<file path="config.mk">
export PLATFORM = sky130hd
export DESIGN_NAME = cbl_loader
export DESIGN_NICKNAME = d
export VERILOG_FILES = /design/src/common/cbl_pkg.sv /design/src/rtl/cbl_fifo.sv /design/src/rtl/cbl_loader.sv
export VERILOG_INCLUDE_DIRS = /design/src /design/src/common
export SDC_FILE = /design/constraint.sdc
export NUM_CORES = 1
export LEC_CHECK = 0
export BUFFER_PORTS_ARGS = -buffer_cell sky130_fd_sc_hd__buf_2
export CORE_ASPECT_RATIO = 0.75
export CORE_MARGIN = 2
export CORE_UTILIZATION = 60
export CTS_CLUSTER_DIAMETER = 60
export DETAILED_ROUTE_END_ITERATION = 12
export PLACE_DENSITY = 0.78
export SYNTH_ARGS = -nofsm -noshare
export SYNTH_HDL_FRONTEND = slang
export SYNTH_SLANG_ARGS = --single-unit
</file>
<file path="constraint.sdc">
create_clock -name sys_clk -period 3.56 [get_ports sys_clk]
set_input_delay 0.712 -clock sys_clk [delete_from_list [all_inputs] [get_ports sys_clk]]
set_output_delay 0.712 -clock sys_clk [all_outputs]
set_load 0.02 [all_outputs]
</file>
<file path="src/common/cbl_defs.svh">
// Purpose: Timing counts, pin codes and sizes for the configuration loader
// Assumes: sys_clk at 125 MHz
// Notes: Cycle counts are derived from times in ns; least times round up
`ifndef CBL_DEFS_SVH
`define CBL_DEFS_SVH

// System clock period
`define CBL_CLK_PERIOD_NS 8

// Half period of the configuration clock this end makes in master mode
`define CBL_MCLK_HALF_NS 500
`define CBL_MCLK_HALF_CYC ((`CBL_MCLK_HALF_NS + `CBL_CLK_PERIOD_NS - 1) / `CBL_CLK_PERIOD_NS)

// Time the memory-clear status line is held low after reset
`define CBL_CLEAR_NS 5000
`define CBL_CLEAR_CYC ((`CBL_CLEAR_NS + `CBL_CLK_PERIOD_NS - 1) / `CBL_CLK_PERIOD_NS)

// Mode select pin codes, high pin first
`define CBL_PINS_SERIAL 3'h7
`define CBL_PINS_SYNC 3'h3
`define CBL_PINS_MPAR_DOWN 3'h6
`define CBL_PINS_MPAR_UP 3'h4

// Peripheral byte timing in config clock rising edges
`define CBL_SYNC_FIRST_EDGE 2
`define CBL_BYTE_EDGES 8

// Bits in a byte, and input synchroniser width
`define CBL_BYTE_BITS 4'h8
`define CBL_SYNC_W 14

`endif

</file>
<file path="src/common/cbl_pkg.sv">
// Purpose: Types shared by the configuration loader
// Assumes: Nothing beyond the defs header
// Notes: Codes are written out so waveforms read the same in every tool
package cbl_pkg;

   // Loading mode latched at the end of memory clear
   typedef enum logic [2:0] {
      cbl_mode_none = 3'b000,
      cbl_mode_serial = 3'b001,
      cbl_mode_sync = 3'b010,
      cbl_mode_mpar_up = 3'b011,
      cbl_mode_mpar_down = 3'b100
   } cbl_mode_e;

   // Loader sequence
   typedef enum logic [1:0] {
      cbl_st_clear = 2'b00,
      cbl_st_wait = 2'b01,
      cbl_st_load = 2'b10,
      cbl_st_halt = 2'b11
   } cbl_state_e;

endpackage

</file>
<file path="src/rtl/cbl_fifo.sv">
// Purpose: Buffer between the loader's byte assembler and the config memory writer
// Assumes: Both sides on sys_clk
// Notes: Output word is held in a register, so out_data never comes from the array directly
`timescale 1ns/1ns
`default_nettype none
module cbl_fifo #(
   parameter int WIDTH = 8,
   parameter int DEPTH = 16
) (
   // Clock and reset
   input wire logic sys_clk,
   input wire logic rst_n,
   // Filling side
   input wire logic in_valid,
   input wire logic [WIDTH-1:0] in_data,
   output logic in_ready,
   // Draining side
   output logic out_valid,
   output logic [WIDTH-1:0] out_data,
   input wire logic out_ready
);
   localparam int AW = $clog2(DEPTH);

   // Pointer wrap relies on a power-of-two depth
   generate
      if (DEPTH < 2 || (1 << AW) != DEPTH || WIDTH < 1) begin : g_bad_param
         $error("cbl_fifo: DEPTH must be a power of two of at least 2");
      end
   endgenerate

   logic [WIDTH-1:0] mem [DEPTH];
   logic [AW-1:0] wr_ptr, rd_ptr, next_wr_ptr, next_rd_ptr;
   logic [AW:0] count, next_count;
   logic next_out_valid;
   logic [WIDTH-1:0] next_out_data;
   logic do_wr, do_rd;

   // Next pointers, fill level and output stage
   always_comb begin
      in_ready = (count != (AW+1)'(DEPTH));
      do_wr = in_valid && in_ready;
      do_rd = (count != '0) && (!out_valid || out_ready);
      next_wr_ptr = do_wr ? wr_ptr + 1'b1 : wr_ptr;
      next_rd_ptr = do_rd ? rd_ptr + 1'b1 : rd_ptr;
      next_count = count;
      if (do_wr && !do_rd) begin
         next_count = count + 1'b1;
      end else if (do_rd && !do_wr) begin
         next_count = count - 1'b1;
      end
      next_out_valid = do_rd ? 1'b1 : (out_ready ? 1'b0 : out_valid);
      next_out_data = do_rd ? mem[rd_ptr] : out_data;
   end

   // Registers and array write
   always_ff @(posedge sys_clk) begin
      if (!rst_n) begin
         wr_ptr <= '0;
         rd_ptr <= '0;
         count <= '0;
         out_valid <= 1'b0;
         out_data <= '0;
      end else begin
         wr_ptr <= next_wr_ptr;
         rd_ptr <= next_rd_ptr;
         count <= next_count;
         out_valid <= next_out_valid;
         out_data <= next_out_data;
      end
      if (do_wr) begin
         mem[wr_ptr] <= in_data;
      end
   end

   // Never written while full, never read while empty
   fifo_bounds_a: assert property (@(posedge sys_clk) disable iff (!rst_n)
      count <= (AW+1)'(DEPTH)) else $error("fifo level out of range");
endmodule
`default_nettype wire

</file>
<file path="src/rtl/cbl_loader.sv">
// Purpose: Configuration bitstream loader, slave serial, synchronous peripheral, master parallel
// Assumes: Config clock and all pins are asynchronous to sys_clk and far slower than it
// Notes: Own bits go to the FIFO as bytes, first bit in the byte's MSB
// Operation
// RULE1: Serial bit sampled on config clock rise
// RULE2: Forward preamble and overflow bits down chain
// RULE3: Chain output changes on falling clock edge
// RULE4: Pins all ones select slave serial
// RULE5: Unconnected pins pulled high, slave serial default
// RULE6: Source waits for every status line high
// RULE7: Status line driven open drain only
// RULE8: Master loads byte at rise ending strobe
// RULE9: Peripheral first byte on second rise
// RULE10: Peripheral byte every eighth rise after
// RULE11: Acknowledge high one clock after capture
// RULE12: Shift loaded byte out half period later
// RULE13: ROM address steps once per byte read
// RULE14: Mode sampled once, held until done
`timescale 1ns/1ns
`default_nettype none
`include "cbl_defs.svh"
module cbl_loader #(
   parameter int PREAMBLE_BITS = 40,
   parameter int CONFIG_BITS = 1024,
   parameter int MASTER_BYTES = (PREAMBLE_BITS + CONFIG_BITS + 7) / 8,
   parameter int ADDR_W = 18,
   parameter int FIFO_DEPTH = 16
) (
   // Clock and reset
   input wire logic sys_clk,
   input wire logic rst_n,
   // Mode select pins
   input wire logic mode_select_hi,
   input wire logic mode_select_mid,
   input wire logic mode_select_lo,
   // Memory-clear status line, open drain
   input wire logic init_in,
   output logic init_out,
   output logic init_oe,
   // Configuration clock pin, two-way
   input wire logic config_clock_in,
   output logic config_clock_out,
   output logic config_clock_oe,
   // Bitstream in and daisy chain out
   input wire logic serial_din,
   input wire logic [7:0] parallel_config_byte,
   output logic chain_dout,
   // ROM side, master parallel
   output logic rom_read_strobe,
   output logic [ADDR_W-1:0] rom_addr,
   // Peripheral acknowledge
   output logic byte_ack,
   // Pull-up control for the mode pins
   output logic mode_pullup_en,
   // Own configuration bytes
   output logic cfg_valid,
   output logic [7:0] cfg_byte,
   input wire logic cfg_ready,
   // Status
   output logic config_done,
   output logic overflow_err
);
   localparam int TOTAL = PREAMBLE_BITS + CONFIG_BITS;
   localparam int CNT_W = $clog2(TOTAL + 2);

   // Parameters the logic cannot serve
   generate
      if (CONFIG_BITS < 8 || CONFIG_BITS % 8 != 0 || PREAMBLE_BITS < 0 || MASTER_BYTES < 1
          || ADDR_W < 1 || ADDR_W > 30 || MASTER_BYTES > (1 << ADDR_W)) begin : g_bad_param
         $error("cbl_loader: parameter values not supported");
      end
   endgenerate

   // True for bit positions kept by this device
   function automatic logic is_own(input logic [CNT_W-1:0] idx);
      is_own = (idx >= CNT_W'(PREAMBLE_BITS)) && (idx < CNT_W'(TOTAL));
   endfunction

   // Pin code to mode; anything unlisted stops loading
   function automatic cbl_pkg::cbl_mode_e decode_mode(input logic [2:0] pins);
      if (pins == `CBL_PINS_SERIAL) begin
         decode_mode = cbl_pkg::cbl_mode_serial;
      end else if (pins == `CBL_PINS_SYNC) begin
         decode_mode = cbl_pkg::cbl_mode_sync;
      end else if (pins == `CBL_PINS_MPAR_UP) begin
         decode_mode = cbl_pkg::cbl_mode_mpar_up;
      end else if (pins == `CBL_PINS_MPAR_DOWN) begin
         decode_mode = cbl_pkg::cbl_mode_mpar_down;
      end else begin
         decode_mode = cbl_pkg::cbl_mode_none;
      end
   endfunction

   // Pin synchronisers: three stages, a change counts once stages two and three agree
   logic [`CBL_SYNC_W-1:0] raw_in, sync1, sync2, sync3, filt, next_filt;
   logic config_clock_prev;
   logic config_clock_lvl, din_lvl, init_lvl, pin_rise, pin_fall;
   logic [2:0] pins;
   logic [7:0] pbyte;
   assign raw_in = {parallel_config_byte, mode_select_hi, mode_select_mid, mode_select_lo,
                    init_in, serial_din, config_clock_in};
   assign config_clock_lvl = filt[0];
   assign din_lvl = filt[1];
   assign init_lvl = filt[2];
   assign pins = filt[5:3];
   assign pbyte = filt[13:6];
   assign pin_rise = config_clock_lvl && !config_clock_prev;
   assign pin_fall = !config_clock_lvl && config_clock_prev;

   // Agreement filter, bitwise: keep old value while stages disagree
   always_comb begin
      next_filt = (sync2 & sync3) | (filt & (sync2 | sync3));
   end

   always_ff @(posedge sys_clk) begin
      if (!rst_n) begin
         sync1 <= '0;
         sync2 <= '0;
         sync3 <= '0;
         filt <= '0;
         config_clock_prev <= 1'b0;
      end else begin
         sync1 <= raw_in;
         sync2 <= sync1;
         sync3 <= sync2;
         filt <= next_filt;
         config_clock_prev <= filt[0];
      end
   end

   // Loader state
   cbl_pkg::cbl_state_e state, next_state;
   cbl_pkg::cbl_mode_e mode, next_mode;
   logic [11:0] clr_cnt, next_clr_cnt;
   logic [7:0] div, next_div;
   logic ph, next_ph, m_started, next_m_started, m_strobe, next_m_strobe;
   logic [ADDR_W:0] bytes_read, next_bytes_read;
   logic [ADDR_W-1:0] next_rom_addr;
   logic [2:0] byte_ph, next_byte_ph, asm_cnt, next_asm_cnt;
   logic [7:0] shreg, next_shreg, asm_byte, next_asm_byte, push_data, next_push_data;
   logic [3:0] sh_left, next_sh_left;
   logic ser_bit, next_ser_bit, ser_pend, next_ser_pend, push, next_push;
   logic [CNT_W-1:0] bit_cnt, next_bit_cnt;
   logic next_init_oe, next_config_clock_out, next_config_clock_oe, next_chain_dout, next_byte_ack;
   logic next_done, next_ovf;
   logic is_master, m_tick, rise, fall, sync_cap, m_load, bit_ev, bit_val, fifo_in_ready;

   // Next values of the whole loader
   always_comb begin
      next_state = state;
      next_mode = mode;
      next_clr_cnt = clr_cnt;
      next_init_oe = init_oe;
      next_div = div;
      next_ph = ph;
      next_m_started = m_started;
      next_m_strobe = m_strobe;
      next_bytes_read = bytes_read;
      next_rom_addr = rom_addr;
      next_byte_ph = byte_ph;
      next_asm_cnt = asm_cnt;
      next_shreg = shreg;
      next_asm_byte = asm_byte;
      next_push_data = push_data;
      next_sh_left = sh_left;
      next_ser_bit = ser_bit;
      next_ser_pend = ser_pend;
      next_push = 1'b0;
      next_bit_cnt = bit_cnt;
      next_config_clock_oe = config_clock_oe;
      next_chain_dout = chain_dout;
      next_byte_ack = byte_ack;
      next_done = config_done;
      next_ovf = overflow_err || (push && !fifo_in_ready);
      is_master = (mode == cbl_pkg::cbl_mode_mpar_up) || (mode == cbl_pkg::cbl_mode_mpar_down);
      m_tick = 1'b0;
      sync_cap = 1'b0;
      m_load = 1'b0;
      bit_ev = 1'b0;
      bit_val = 1'b0;
      // Master end makes its own clock from sys_clk, so it is no second domain
      if (state == cbl_pkg::cbl_st_load && is_master) begin
         if (div == 8'(`CBL_MCLK_HALF_CYC - 1)) begin
            next_div = '0;
            m_tick = 1'b1;
         end else begin
            next_div = div + 8'h01;
         end
      end
      if (m_tick) begin
         next_ph = !ph;
      end
      rise = (state == cbl_pkg::cbl_st_load) && (is_master ? (m_tick && !ph) : pin_rise);
      fall = (state == cbl_pkg::cbl_st_load) && (is_master ? (m_tick && ph) : pin_fall);
      case (state)
         cbl_pkg::cbl_st_clear: begin
            next_init_oe = 1'b1;
            if (clr_cnt == 12'(`CBL_CLEAR_CYC - 1)) begin
               next_mode = decode_mode(pins);                  // Sampled once here only [RULE14] [RULE4]
               next_init_oe = (next_mode == cbl_pkg::cbl_mode_none);
               next_config_clock_oe = (next_mode == cbl_pkg::cbl_mode_mpar_up)
                              || (next_mode == cbl_pkg::cbl_mode_mpar_down);
               next_rom_addr = (next_mode == cbl_pkg::cbl_mode_mpar_down) ? '1 : '0;
               next_state = (next_mode == cbl_pkg::cbl_mode_none) ? cbl_pkg::cbl_st_halt
                                                                  : cbl_pkg::cbl_st_wait;
            end else begin
               next_clr_cnt = clr_cnt + 12'h001;
            end
         end
         cbl_pkg::cbl_st_wait: begin
            // Nothing is taken until the shared line is high everywhere [RULE6]
            if (init_lvl) begin
               next_state = cbl_pkg::cbl_st_load;
            end
         end
         cbl_pkg::cbl_st_load: begin
            if (is_master && m_started && sh_left == 4'h0 && !m_strobe
                && bytes_read == (ADDR_W+1)'(MASTER_BYTES)) begin
               next_state = cbl_pkg::cbl_st_halt;
            end
         end
         default: begin
         end
      endcase
      // Slave serial: bit taken on the rise, passed on at the fall
      if (mode == cbl_pkg::cbl_mode_serial && rise) begin
         next_ser_bit = din_lvl;                                  // [RULE1]
         next_ser_pend = 1'b1;
      end
      // Peripheral: byte phase counter, second rise first, then every eighth
      if (mode == cbl_pkg::cbl_mode_sync && rise) begin
         if (byte_ph == 3'(`CBL_BYTE_EDGES - 1)) begin
            sync_cap = 1'b1;                                      // [RULE9] [RULE10]
            next_byte_ph = 3'h0;
         end else begin
            next_byte_ph = byte_ph + 3'h1;
         end
         next_byte_ack = sync_cap;                                // One full clock period [RULE11]
      end
      // Master: the rise that ends the strobe cycle loads the byte and starts the clock
      if (is_master && rise && m_strobe) begin
         m_load = 1'b1;                                           // [RULE8]
         next_m_strobe = 1'b0;
         next_m_started = 1'b1;
         next_bytes_read = bytes_read + 1'b1;
         next_rom_addr = (mode == cbl_pkg::cbl_mode_mpar_up) ? rom_addr + 1'b1
                                                             : rom_addr - 1'b1; // [RULE13]
      end
      // A read starts only with room for its byte, so the FIFO stalls the ROM side
      if (is_master && fall && !m_strobe && sh_left == 4'h0 && !push && fifo_in_ready
          && bytes_read != (ADDR_W+1)'(MASTER_BYTES)) begin
         next_m_strobe = 1'b1;
      end
      if (sync_cap || m_load) begin
         next_shreg = pbyte;
         next_sh_left = `CBL_BYTE_BITS;
      end
      // Bits leave on the fall, half a period after the rise that loaded them
      if (fall) begin
         if (mode == cbl_pkg::cbl_mode_serial) begin
            if (ser_pend) begin
               bit_ev = 1'b1;
               bit_val = ser_bit;
               next_ser_pend = 1'b0;
            end
         end else if (sh_left != 4'h0) begin
            bit_ev = 1'b1;                                        // [RULE12]
            bit_val = shreg[7];
            next_shreg = {shreg[6:0], 1'b0};
            next_sh_left = sh_left - 4'h1;
         end
      end
      // Own bits to the byte assembler, the rest down the chain
      if (bit_ev) begin
         if (is_own(bit_cnt)) begin
            next_asm_byte = {asm_byte[6:0], bit_val};
            next_asm_cnt = asm_cnt + 3'h1;
            if (asm_cnt == 3'h7) begin
               next_push = 1'b1;
               next_push_data = {asm_byte[6:0], bit_val};
            end
            if (bit_cnt == CNT_W'(TOTAL - 1)) begin
               next_done = 1'b1;
            end
         end else begin
            next_chain_dout = bit_val;                            // Changes on fall only [RULE2] [RULE3]
         end
         if (bit_cnt != '1) begin
            next_bit_cnt = bit_cnt + 1'b1;
         end
      end
      // Clock out follows the phase once the first byte is in
      next_config_clock_out = next_m_started && next_ph;
   end

   // Loader registers
   always_ff @(posedge sys_clk) begin
      if (!rst_n) begin
         state <= cbl_pkg::cbl_st_clear;
         mode <= cbl_pkg::cbl_mode_none;
         clr_cnt <= '0;
         init_out <= 1'b0;
         init_oe <= 1'b1;
         div <= '0;
         ph <= 1'b0;
         m_started <= 1'b0;
         m_strobe <= 1'b0;
         bytes_read <= '0;
         rom_addr <= '0;
         rom_read_strobe <= 1'b0;
         byte_ph <= 3'(`CBL_BYTE_EDGES - `CBL_SYNC_FIRST_EDGE);
         asm_cnt <= '0;
         shreg <= '0;
         asm_byte <= '0;
         push_data <= '0;
         sh_left <= '0;
         ser_bit <= 1'b0;
         ser_pend <= 1'b0;
         push <= 1'b0;
         bit_cnt <= '0;
         config_clock_out <= 1'b0;
         config_clock_oe <= 1'b0;
         chain_dout <= 1'b1;
         byte_ack <= 1'b0;
         mode_pullup_en <= 1'b1;
         config_done <= 1'b0;
         overflow_err <= 1'b0;
      end else begin
         state <= next_state;
         mode <= next_mode;
         clr_cnt <= next_clr_cnt;
         init_out <= 1'b0;                                        // Only ever pulls low [RULE7]
         init_oe <= next_init_oe;
         div <= next_div;
         ph <= next_ph;
         m_started <= next_m_started;
         m_strobe <= next_m_strobe;
         bytes_read <= next_bytes_read;
         rom_addr <= next_rom_addr;
         rom_read_strobe <= next_m_strobe;
         byte_ph <= next_byte_ph;
         asm_cnt <= next_asm_cnt;
         shreg <= next_shreg;
         asm_byte <= next_asm_byte;
         push_data <= next_push_data;
         sh_left <= next_sh_left;
         ser_bit <= next_ser_bit;
         ser_pend <= next_ser_pend;
         push <= next_push;
         bit_cnt <= next_bit_cnt;
         config_clock_out <= next_config_clock_out;
         config_clock_oe <= next_config_clock_oe;
         chain_dout <= next_chain_dout;
         byte_ack <= next_byte_ack;
         mode_pullup_en <= !next_done;                            // Pins read high if left open [RULE5]
         config_done <= next_done;
         overflow_err <= next_ovf;
      end
   end

   // Own bytes wait here for the config memory writer
   cbl_fifo #(.WIDTH(8), .DEPTH(FIFO_DEPTH)) u_fifo (
      .sys_clk(sys_clk),
      .rst_n(rst_n),
      .in_valid(push),
      .in_data(push_data),
      .in_ready(fifo_in_ready),
      .out_valid(cfg_valid),
      .out_data(cfg_byte),
      .out_ready(cfg_ready)
   );

   // Helper: peripheral rises since the last capture
   logic [3:0] a_since;
   logic a_first;
   always_ff @(posedge sys_clk) begin
      if (!rst_n) begin
         a_since <= '0;
         a_first <= 1'b0;
      end else if (sync_cap) begin
         a_since <= '0;
         a_first <= 1'b1;
      end else if (rise && mode == cbl_pkg::cbl_mode_sync && a_since != 4'hf) begin
         a_since <= a_since + 4'h1;
      end
   end

   serial_sample_a: assert property (@(posedge sys_clk) disable iff (!rst_n) // [RULE1]
      rise && mode == cbl_pkg::cbl_mode_serial |=> ser_bit == $past(din_lvl) && ser_pend)
      else $error("serial bit not taken on rise");
   chain_forward_a: assert property (@(posedge sys_clk) disable iff (!rst_n) // [RULE2]
      bit_ev && !is_own(bit_cnt) |=> chain_dout == $past(bit_val))
      else $error("forwarded bit missing on chain output");
   dout_on_fall_a: assert property (@(posedge sys_clk) disable iff (!rst_n) // [RULE3]
      $changed(chain_dout) |-> $past(fall))
      else $error("chain output moved off a falling edge");
   mode_decode_a: assert property (@(posedge sys_clk) disable iff (!rst_n) // [RULE4]
      state == cbl_pkg::cbl_st_clear && next_state == cbl_pkg::cbl_st_wait && pins == `CBL_PINS_SERIAL
      |=> mode == cbl_pkg::cbl_mode_serial) else $error("all-ones pins not slave serial");
   init_open_drain_a: assert property (@(posedge sys_clk) disable iff (!rst_n) // [RULE7]
      init_oe |-> !init_out) else $error("status line driven high");
   master_load_a: assert property (@(posedge sys_clk) disable iff (!rst_n) // [RULE8]
      m_load |=> sh_left == `CBL_BYTE_BITS && config_clock_out && !rom_read_strobe)
      else $error("master byte not loaded at strobe end");
   sync_first_a: assert property (@(posedge sys_clk) disable iff (!rst_n) // [RULE9]
      sync_cap && !a_first |-> a_since == 4'(`CBL_SYNC_FIRST_EDGE - 1))
      else $error("first peripheral byte not on second rise");
   sync_period_a: assert property (@(posedge sys_clk) disable iff (!rst_n) // [RULE10]
      sync_cap && a_first |-> a_since == 4'(`CBL_BYTE_EDGES - 1))
      else $error("peripheral byte not on eighth rise");
   ack_pulse_a: assert property (@(posedge sys_clk) disable iff (!rst_n) // [RULE11]
      $rose(byte_ack) |-> $past(sync_cap) ##1 (byte_ack throughout (!rise [*1])))
      else $error("acknowledge not tied to capture");
   shift_start_a: assert property (@(posedge sys_clk) disable iff (!rst_n) // [RULE12]
      sync_cap |=> sh_left == `CBL_BYTE_BITS && shreg == $past(pbyte))
      else $error("peripheral byte not loaded for shifting");
   addr_step_a: assert property (@(posedge sys_clk) disable iff (!rst_n) // [RULE13]
      m_load && mode == cbl_pkg::cbl_mode_mpar_up |=> rom_addr == $past(rom_addr) + 1'b1)
      else $error("ROM address did not step up");
   mode_hold_a: assert property (@(posedge sys_clk) disable iff (!rst_n) // [RULE14]
      state != cbl_pkg::cbl_st_clear |=> $stable(mode)) else $error("mode changed after sampling");
endmodule
`default_nettype wire

</file>
# == After elaboration in Yosys (flattened, before gate mapping) ==
# Memory sizes are Yosys's and may differ from the RTL's. A register that Yosys moved wholly into a read port is not among the register bits.
# Cells that the tools add are included.
# op_classes
bitwise_logic,6
reduce_logical,64
addsub,13
mux,60
eq_ne,24
n_lt_le_gt_ge,2
# op_table
operator,n
two-way mux 18 bit,5
two-way mux 8 bit,5
two-way mux 1 bit,32
AND 14 bit,2
logical AND 1 bit,28
OR 14 bit,2
"== test 3 bit, second input constant",7
two-way mux 3 bit,7
"adder 19 x 1 -> 19 bit, second input constant",1
"== test 19 x 8 -> 1 bit, second input constant",1
"inequality test 19 x 8 -> 1 bit, second input constant",1
"adder 18 x 1 -> 18 bit, second input constant",1
"subtractor 18 x 1 -> 18 bit, second input constant",1
two-way mux 4 bit,4
"adder 12 x 1 -> 12 bit, second input constant",1
"== test 12 x 10 -> 1 bit, second input constant",1
"== test 3 x 2 -> 1 bit, second input constant",4
AND reduction 2 bit,6
"adder 11 x 1 -> 11 bit, second input constant",1
"== test 11 bit, second input constant",1
"greater-or-equal comparator 11 x 6 -> 1 bit, second input constant",1
logical NOT 1 bit,11
"less-than comparator 11 bit, second input constant",1
"inequality test 11 bit, second input constant",1
other kinds (27),44
# totals
n_memories,1
wordCells,206
out_inout_bits,37
input_bits,17
ram_bits,128
ff_bits,191
# memory_table
memory,depth,width,rd,rd_ports_with_merged_regs,wr,line,source
u_fifo.mem,16,8,1,1,1,cbl_fifo.sv:31,logic [WIDTH-1:0] mem [DEPTH];

# == Longest topological paths before layout ==
# Gate-level depths: netlist (run 1).
# depth
ltp_word,15
ltp_mapped,15
depth_no_buf,13

# == Hierarchy ==
# Synthesis (run 1) repeated with hierarchy kept, for this count alone.
# hier_totals
cells_unflattened,1276
hier_area_um2,13952.1
# by_module_without_submodules
module,seq_area_each_um2,area_each_um2,instances,cells_per_inst
cbl_loader,3543.4,7970.1,1,918
cbl_fifo,4284.1,5982.0,1,358

# == Least setup slack after synthesis (run 1) ==
# OpenSTA, ideal clock, no wires.
# synth_path
path_type,register -> register
startpoint,reg mode[1]
endpoint,reg bit_cnt[3]
required_ns,3.490
stages_incl_launch_ff,14
arrival_ns,2.995
setup_ns,0.070
setup_slack_ns,0.495
path_buffers,0
period_less_slack_ns,3.065
cell_sequence,dfxtp_1 nand3b_4 inv_2 o21a_1 and2_1 nand2_1 nor4_1 ha_1 nor2_1 mux2i_1 o21a_4 nand3_4 or4_1 a21oi_1
# synth_via
elab_chain_len,9
word_cells_on_any_way,12
classes_between,3 x eq/ne; 4 x mux; 5 x reduce/logical
# synth_rtl
element,line,source
"start, declared",cbl_loader.sv:133,"cbl_pkg::cbl_mode_e mode, next_mode;"
"start signal, assigned",cbl_loader.sv:300,mode <= cbl_pkg::cbl_mode_none;
"start signal, assigned",cbl_loader.sv:330,mode <= next_mode;
== test 3 x 2 -> 1 bit or == test 3 bit (tied branches),cbl_loader.sv:175,is_master = (mode == cbl_pkg::cbl_mode_mpar_up) || (mode == cbl_pkg::cbl_mode_mpar_down);
logical OR 1 bit,cbl_loader.sv:175,
logical AND 1 bit,cbl_loader.sv:182,if (state == cbl_pkg::cbl_st_load && is_master) begin
two-way mux 1 bit,cbl_loader.sv:182,
logical AND 1 bit,cbl_loader.sv:194,fall = (state == cbl_pkg::cbl_st_load) && (is_master ? (m_tick && ph) : pin_fall);
two-way mux 1 bit,cbl_loader.sv:194,
logical AND 1 bit,cbl_loader.sv:194,
two-way mux 1 bit *,cbl_loader.sv:259,if (fall) begin
AND reduction 2 bit (no source line) *,n/a,
"end signal, assigned",cbl_loader.sv:350,bit_cnt <= next_bit_cnt;
"end, declared",cbl_loader.sv:143,"logic [CNT_W-1:0] bit_cnt, next_bit_cnt;"
# Mark *: on every way between the ends. The rest lies on a longest branch, timed or not.
# A chain may end at the register's enable or synchronous reset.

# == Worst setup path after layout (run 1) ==
# layout_path
startpoint,reg mode[2]
endpoint,reg bit_cnt[3]
# Same word-level chain as after synthesis.

==> results of run 1 <==
synthesized netlist by cell type, types with 12 or more instances:
cell and n:
dfxtp_1 199, edfxtp_1 128, nand2_1 114, nor2_1 101
a21oi_1 65, o21ai_0 52, and2_1 51, ha_1 44
inv_1 41, mux4_2 40, clkbuf_1 31, mux2i_1 27
nand3_1 27, xor2_1 26, xnor2_1 25, nor3_1 22
a211oi_1 21, nand4_1 21, nand2b_1 12
sequential cells by signal, summed over array words and instances (netlist names), 3 cells and up:
register / flops
asm_byte: 7
asm_cnt: 3
bit_cnt: 11
byte_ph: 3
bytes_read: 19
clr_cnt: 12
div: 8
filt: 14
mode: 3
push_data: 8
rom_addr: 18
sh_left: 4
shreg: 8
sync1: 14
sync2: 14
sync3: 14
u_fifo.count: 5
u_fifo.mem: 128
u_fifo.out_data: 8
u_fifo.rd_ptr: 4
u_fifo.wr_ptr: 4
cell families (layout without fill, tap and decap cells):
group / count (synthesis) / count (layout) / share of synthesized area, %
flip-flops: 327 / 327 / 56.5
XOR/XNOR: 51 / 51 / 3.22
AND/OR/NAND/NOR: 411 / 411 / 15.1
multiplexers: 67 / 67 / 8.45
adder cells (fa/ha/maj): 46 / 46 / 4.26
AO/OA/AOI/OAI: 204 / 204 / 9.49
buffers and inverters: 98 / 169 / 2.96
other: 1 / 1 / 0.0271
power by group through the flow:
stage / registers [W] / clock network, W / logic (W)
global placement: 0.00408 / 0 / 0.000963
floorplan: 0.00407 / 0 / 0.000760
finish: 0.00400 / 0.00339 / 0.000997
detailed placement: 0.00408 / 0 / 0.000988
global route: 0.00401 / 0.00358 / 0.00110
CTS: 0.00400 / 0.00343 / 0.00100
cell usage in the layout, fill, tap and decap left out, types with 8 or more instances in the layout:
cell type / count
buf_2: 51
nand4_1: 21
o21a_1: 11
clkbuf_16: 30
dfxtp_1: 197
and2_1: 51
nor2_1: 101
or3_1: 8
xor2_1: 26
nor3_1: 22
mux4_2: 40
nand3_1: 27
a211oi_1: 21
o21ai_0: 52
inv_1: 40
buf_4: 20
ha_1: 44
nand2_1: 114
xnor2_1: 25
mux2i_1: 27
edfxtp_1: 128
nand2b_1: 12
and3_1: 11
a21oi_1: 65
how the worst max path moves through the flow:
stage | startpoint | end | cells after the start
after floorplan | mode[1] | bit_cnt[3] | 13
after global placement | mode[0] | push_data[0] | 14
after detailed placement | mode[0] | bit_cnt[3] | 13
after CTS | mode[0] | bit_cnt[3] | 13
after global routing | mode[2] | bit_cnt[3] | 12
final | mode[2] | bit_cnt[3] | 12
metal layers:
layer,part of all wire [%],vias up,global-route usage (%)
li1,-,4448,-
met1,48,4466,33.1
met2,44,266,34.8
met3,6.8,31,4.49
met4,1.4,2,3.97
met5,0.048,-,0
cell type report:
class | count | area, um2 | share of cell area [%]
flip-flops and latches | 327 | 7830 | 50.7
multi-input cells | 780 | 5630 | 36.4
clock buffers | 32 | 768 | 4.97
repair buffers | 71 | 405 | 2.62
well taps | 300 | 375 | 2.43
clock inverters | 24 | 288 | 1.86
inverters | 42 | 159 | 1.03
stage by stage:
| step | hold slack (ps) | util (%) | instance area [um2] |
|---|---|---|---|
| final | 350 | 67.7 | 15500 |
| after global routing | 343 | 67.7 | 15500 |
| after global placement | 415 | 63.1 | 14400 |
| after detailed placement | 418 | 63.1 | 14400 |
| after CTS | 335 | 67.7 | 15500 |
| after floorplan | 412 | - | 13900 |
==> impl_metrics.toml, run 1 <==
[outcome]
status = "complete, no violations"

[timing]
worst_slew_pin_slew_ps = 849
finalSetupTns_ps = 0
drv_slew = 0
setup-violations-final = 0
period_needed_ps = 3190
fin_worst_skew_ps = 15.0
relSlewSlack_pct = 43.2
fin_ws_ps = 371
fin_crit_sh_pct = 89.6
max_freq_mhz = 314
hold_violations = 0
rsz0062_at_grt = "no"

[critical_path]
critPathRequiredTime_ps = 4050
r2r_end = "bit_cnt[3]"
arrival_ps = 3680
reg2reg_setup_slack_ps = 370
cp_cell_sequence = "nor3b_4 > o21a_1 > and2_1 > nand2_1 > nor4_2 > ha_1 > nor2_1 > mux2i_1 > o21a_4 > nand3_4 > or4_1 > a21oi_1"
path_buf_inv = 0
cp-end-kind = "register"
cp-start-kind = "register"
critPathTopFamily = "simple AND/OR/NAND/NOR gates"
critPathKind = "reg -> reg"
reg2reg_depth = 12
crit_path_max_incr_delay_ps = 540
cp_slowest_cell = "or4_1"
worstPathMaxFanout = 16
regToRegStartpoint = "mode[2]"

[final_layout]
fin_cells = 1576
fillers = 1634
n_antenna_cell = 0
drive_gt1_share_pct = 14.7
syn_to_final_growth_pct = 11.6
fin_nets = 1315

[route]
via_count = 9213
drt_pass1_iterations = 5
ant_nets = 0
drc_errors = 0
wl_mm = 27.3
drt-vias-per-instance = 5.85
wl_per_cell_um = 17.3
dr.first_iter.drc_count = 686

[synthesis]
ys.flop_type = "dfxtp_1"
postSynthCellCount = 1205
ys_types = 75
yosys-top-cells-area = "dfxtp_1 29%, edfxtp_1 28%, mux4_2 6.5%, ha_1 4.0%, nand2_1 3.1%"
yosysTopAreaCell = "dfxtp_1"
synth_top_cell_area_share_pct = 28.8
ys_ff_latch = 327
synth_area_um2 = 13900
ys_seq_area_share_pct = 56.5
synth_nets = 1268
synth.avg_cell_area_um2 = 11.5
synth_edf_count = 128
synthArstFlopShare_pct = 0
ys_warn_count = 0

[power_and_ir_drop]
power_switching_w = 0.00207
vdd.ir_drop.worst_uv = 525
cellPowerDensity_nw_per_um2 = 543
clockPowerShare_pct = 40.4
p_seq_share_pct = 47.7
p_leak_nw = 5.91
switching_share_pct = 24.7
total_power_w = 0.00839
p_comb_share_pct = 11.9
p_int_w = 0.00632

[clock_network]
ctsRootBufferMaster = "clkbuf_16"
post_cts_buffers = 0
ctsResizeCount = 0
cts_buffers = 30
clkLatencyLatePin_ps = 560
holdBufCountCts = 0
cts.sinks = 327
cts_tree = "done"
cts_max_level = 1
clock_path_buffers = 3
path_clk_slew_ps = 70

[die]
io-pin-count = 54
dieHeight_um = 136
placementRows = 48
core_um2 = 22800
die_w_um = 179
initial_core_util_pct = 60.7
dieArea_um2 = 24300

[placed_design]
gp_congestion = 0.841
place_ws_ps = 290
hpwlAfterDp_mm = 17.8
dp_cells = 1520
io_buffer_count = 52

[hold_path]
worstHoldPathCells = 2
hold_path_class = "in -> reg"
min_to = "sync1[2]"
hold_start = "init_in"

[job]
cap_viol_max_count = 0

[global_route]
grt_max_degree = 69
grt_overflow_total = 0
grt_pass1_wl_mm = 44.7
grt_pass1_vias = 8634
track_usage_pct = 22.3
antenna_found_initial = 1
(Power assumes the default switching activity.)
==> inputs of run 2 (changes only) <==
--- a/config.mk
+++ b/config.mk
@@ -8,11 +8,11 @@
 export LEC_CHECK = 0
 export BUFFER_PORTS_ARGS = -buffer_cell sky130_fd_sc_hd__buf_2
 export CORE_ASPECT_RATIO = 0.75
-export CORE_MARGIN = 2
+export CORE_MARGIN = 4
 export CORE_UTILIZATION = 60
 export CTS_CLUSTER_DIAMETER = 60
 export DETAILED_ROUTE_END_ITERATION = 12
-export PLACE_DENSITY = 0.78
+export PLACE_DENSITY = 0.8
 export SYNTH_ARGS = -nofsm -noshare
 export SYNTH_HDL_FRONTEND = slang
 export SYNTH_SLANG_ARGS = --single-unit
==> run 2 against run 1 <==
Register-to-register slack lost 50 ps. First-iteration DRC count grew 31%. Via count increased by 1.0%. Combinational power about the same. Critical path depth is the same. Sequential share of layout area is 0.14 points higher.
==> impl_metrics.toml, run 2 (synthesized netlist as in run 1, its figures left out) <==
[outcome]
status = "complete, no violations"

[timing]
hold_violations = 0
fin_worst_skew_ps = 16.8
max_freq_mhz = 309
fin_crit_sh_pct = 91.0
period_needed_ps = 3240
worst_slew_pin_slew_ps = 1030
relSlewSlack_pct = 31.1
setup-violations-final = 0
fin_ws_ps = 321
drv_slew = 0
whs_ps = 357

[clock_network]
path_clk_slew_ps = 60
clkLatencyLatePin_ps = 570
clock_path_buffers = 3
cts_tree = "done"
holdBufCountCts = 0
cts_max_level = 1
cts.sinks = 327
cts_buffers = 30
ctsRootBufferMaster = "clkbuf_16"

[route]
wl_per_cell_um = 18.7
drt_pass1_iterations = 5
via_count = 9305
ant_nets = 0
dr.first_iter.drc_count = 901
wl_mm = 29.4
drc_errors = 0
drt-vias-per-instance = 5.93

[die]
core_um2 = 22400
dieHeight_um = 140
dieArea_um2 = 25600
placementRows = 47
initial_core_util_pct = 61.8
io-pin-count = 54
die_w_um = 183

[global_route]
grt_max_degree = 107
grt_pass1_wl_mm = 47.5
grt_overflow_total = 0
grt_pass1_vias = 8803
antenna_found_initial = 0
track_usage_pct = 22.8

[power_and_ir_drop]
p_leak_nw = 5.90
switching_share_pct = 24.0
vdd.ir_drop.worst_uv = 380
clockPowerShare_pct = 39.7
total_power_w = 0.00829
cellPowerDensity_nw_per_um2 = 538
power_switching_w = 0.00199
p_seq_share_pct = 48.3
p_int_w = 0.00630
p_comb_share_pct = 12.0

[critical_path]
cp_cell_sequence = "nor3b_4 > o21a_2 > and2_1 > nand2_1 > nor4_2 > ha_1 > nor2_1 > mux2i_1 > o21a_4 > nand3_4 > or4_1 > a21oi_1"
cp-start-kind = "register"
arrival_ps = 3730
cp-end-kind = "register"
crit_path_max_incr_delay_ps = 550
worstPathMaxFanout = 16
critPathRequiredTime_ps = 4050
reg2reg_setup_slack_ps = 320
critPathKind = "reg -> reg"
cp_slowest_cell = "or4_1"

[final_layout]
fillers = 1536
final_cell_mix = "198 x dfxtp_1, 128 x edfxtp_1, 114 x nand2_1"
biggestRegsByFlops = "u_fifo.mem: 128 flops, bytes_read: 19 flops, rom_addr: 18 flops"
drive_gt1_share_pct = 13.9
n_antenna_cell = 0
fin_cells = 1568
fin_nets = 1315
regMostFlops = "u_fifo.mem"
layout_commonest_cell = "dfxtp_1"
fin_area_um2 = 15400
syn_to_final_growth_pct = 11.2
largest_reg_flops = 128

[job]
cap_viol_max_count = 0

[placed_design]
gp_congestion = 0.848
dp_cells = 1513
io_buffer_count = 52
place_area_um2 = 14400
place_ws_ps = 148
hpwlAfterDp_mm = 18.7

[hold_path]
hold_path_class = "in -> reg"
-- run 2: changes by cell type in the layout (fill, tap and decap cells not counted), moves of 2 or more --
cell / change
inv_6: -2
clkbuf_8: +3
clkbuf_1: +6
clkinv_4: -3
clkinvlp_2: -3
clkinv_2: -4
-- run 2: path summary, 6_finish.rpt --
path                                      from         end  cells past startpoint
worst max-delay path                   mode[0]  bit_cnt[3]                     12
worst min-delay path            mode_select_hi    sync1[5]                      2
worst max register to register         mode[0]  bit_cnt[3]                     12
worst min register to register        sync1[3]    sync2[3]                      1
-- run 2: critical path, delay by kind of cell, from the launching register on --
family                   cells  cell delay (ps)
adder cells (fa/ha/maj)      1              250
AND/OR/NAND/NOR              7             1670
flip-flops                   1              430
AO/OA/AOI/OAI                3              600
multiplexers                 1              220
-- run 2: area by class of cell --
cell class | count | area, um2 | area share [%]
clock buffers | 42 | 840 | 5.45
flip-flops and latches | 327 | 7830 | 50.8
clock inverters | 12 | 174 | 1.13
well taps | 294 | 368 | 2.39
multi-input cells | 780 | 5630 | 36.6
repair buffers | 71 | 409 | 2.65
inverters | 42 | 159 | 1.03
-- run 2: power by group through the flow --
stage | clock [W] | combinational (W) | sequential [W]
after floorplan | 0 | 0.000760 | 0.00407
after global placement | 0 | 0.000981 | 0.00408
after detailed placement | 0 | 0.00100 | 0.00408
after CTS | 0.00333 | 0.00101 | 0.00400
after global routing | 0.00349 | 0.00110 | 0.00401
final | 0.00329 | 0.000994 | 0.00400
-- run 2: through the flow --
stage	util, %	TNS, ps
6_report	68.8	0
5_1_grt	68.8	-1.07
4_1_cts	68.7	0
3_5_place_dp	64.2	0
3_3_place_gp	64.2	0
2_1_floorplan	-	0
-- run 2: per-layer routing --
metal	track usage, %	routed length, um	vias to the layer above
li1	-	-	4437
met1	35.4	13800	4493
met2	34.0	12800	328
met3	4.57	2350	47
met4	4.19	494	0
met5	0	0	-
-- run 2: timing repair --
action | CTS | global route
setup endpoints to repair | 0 | 61
gates resized for setup | 0 | 3
endpoints found under the hold margin | 0 | 0
setup buffers | 0 | 1
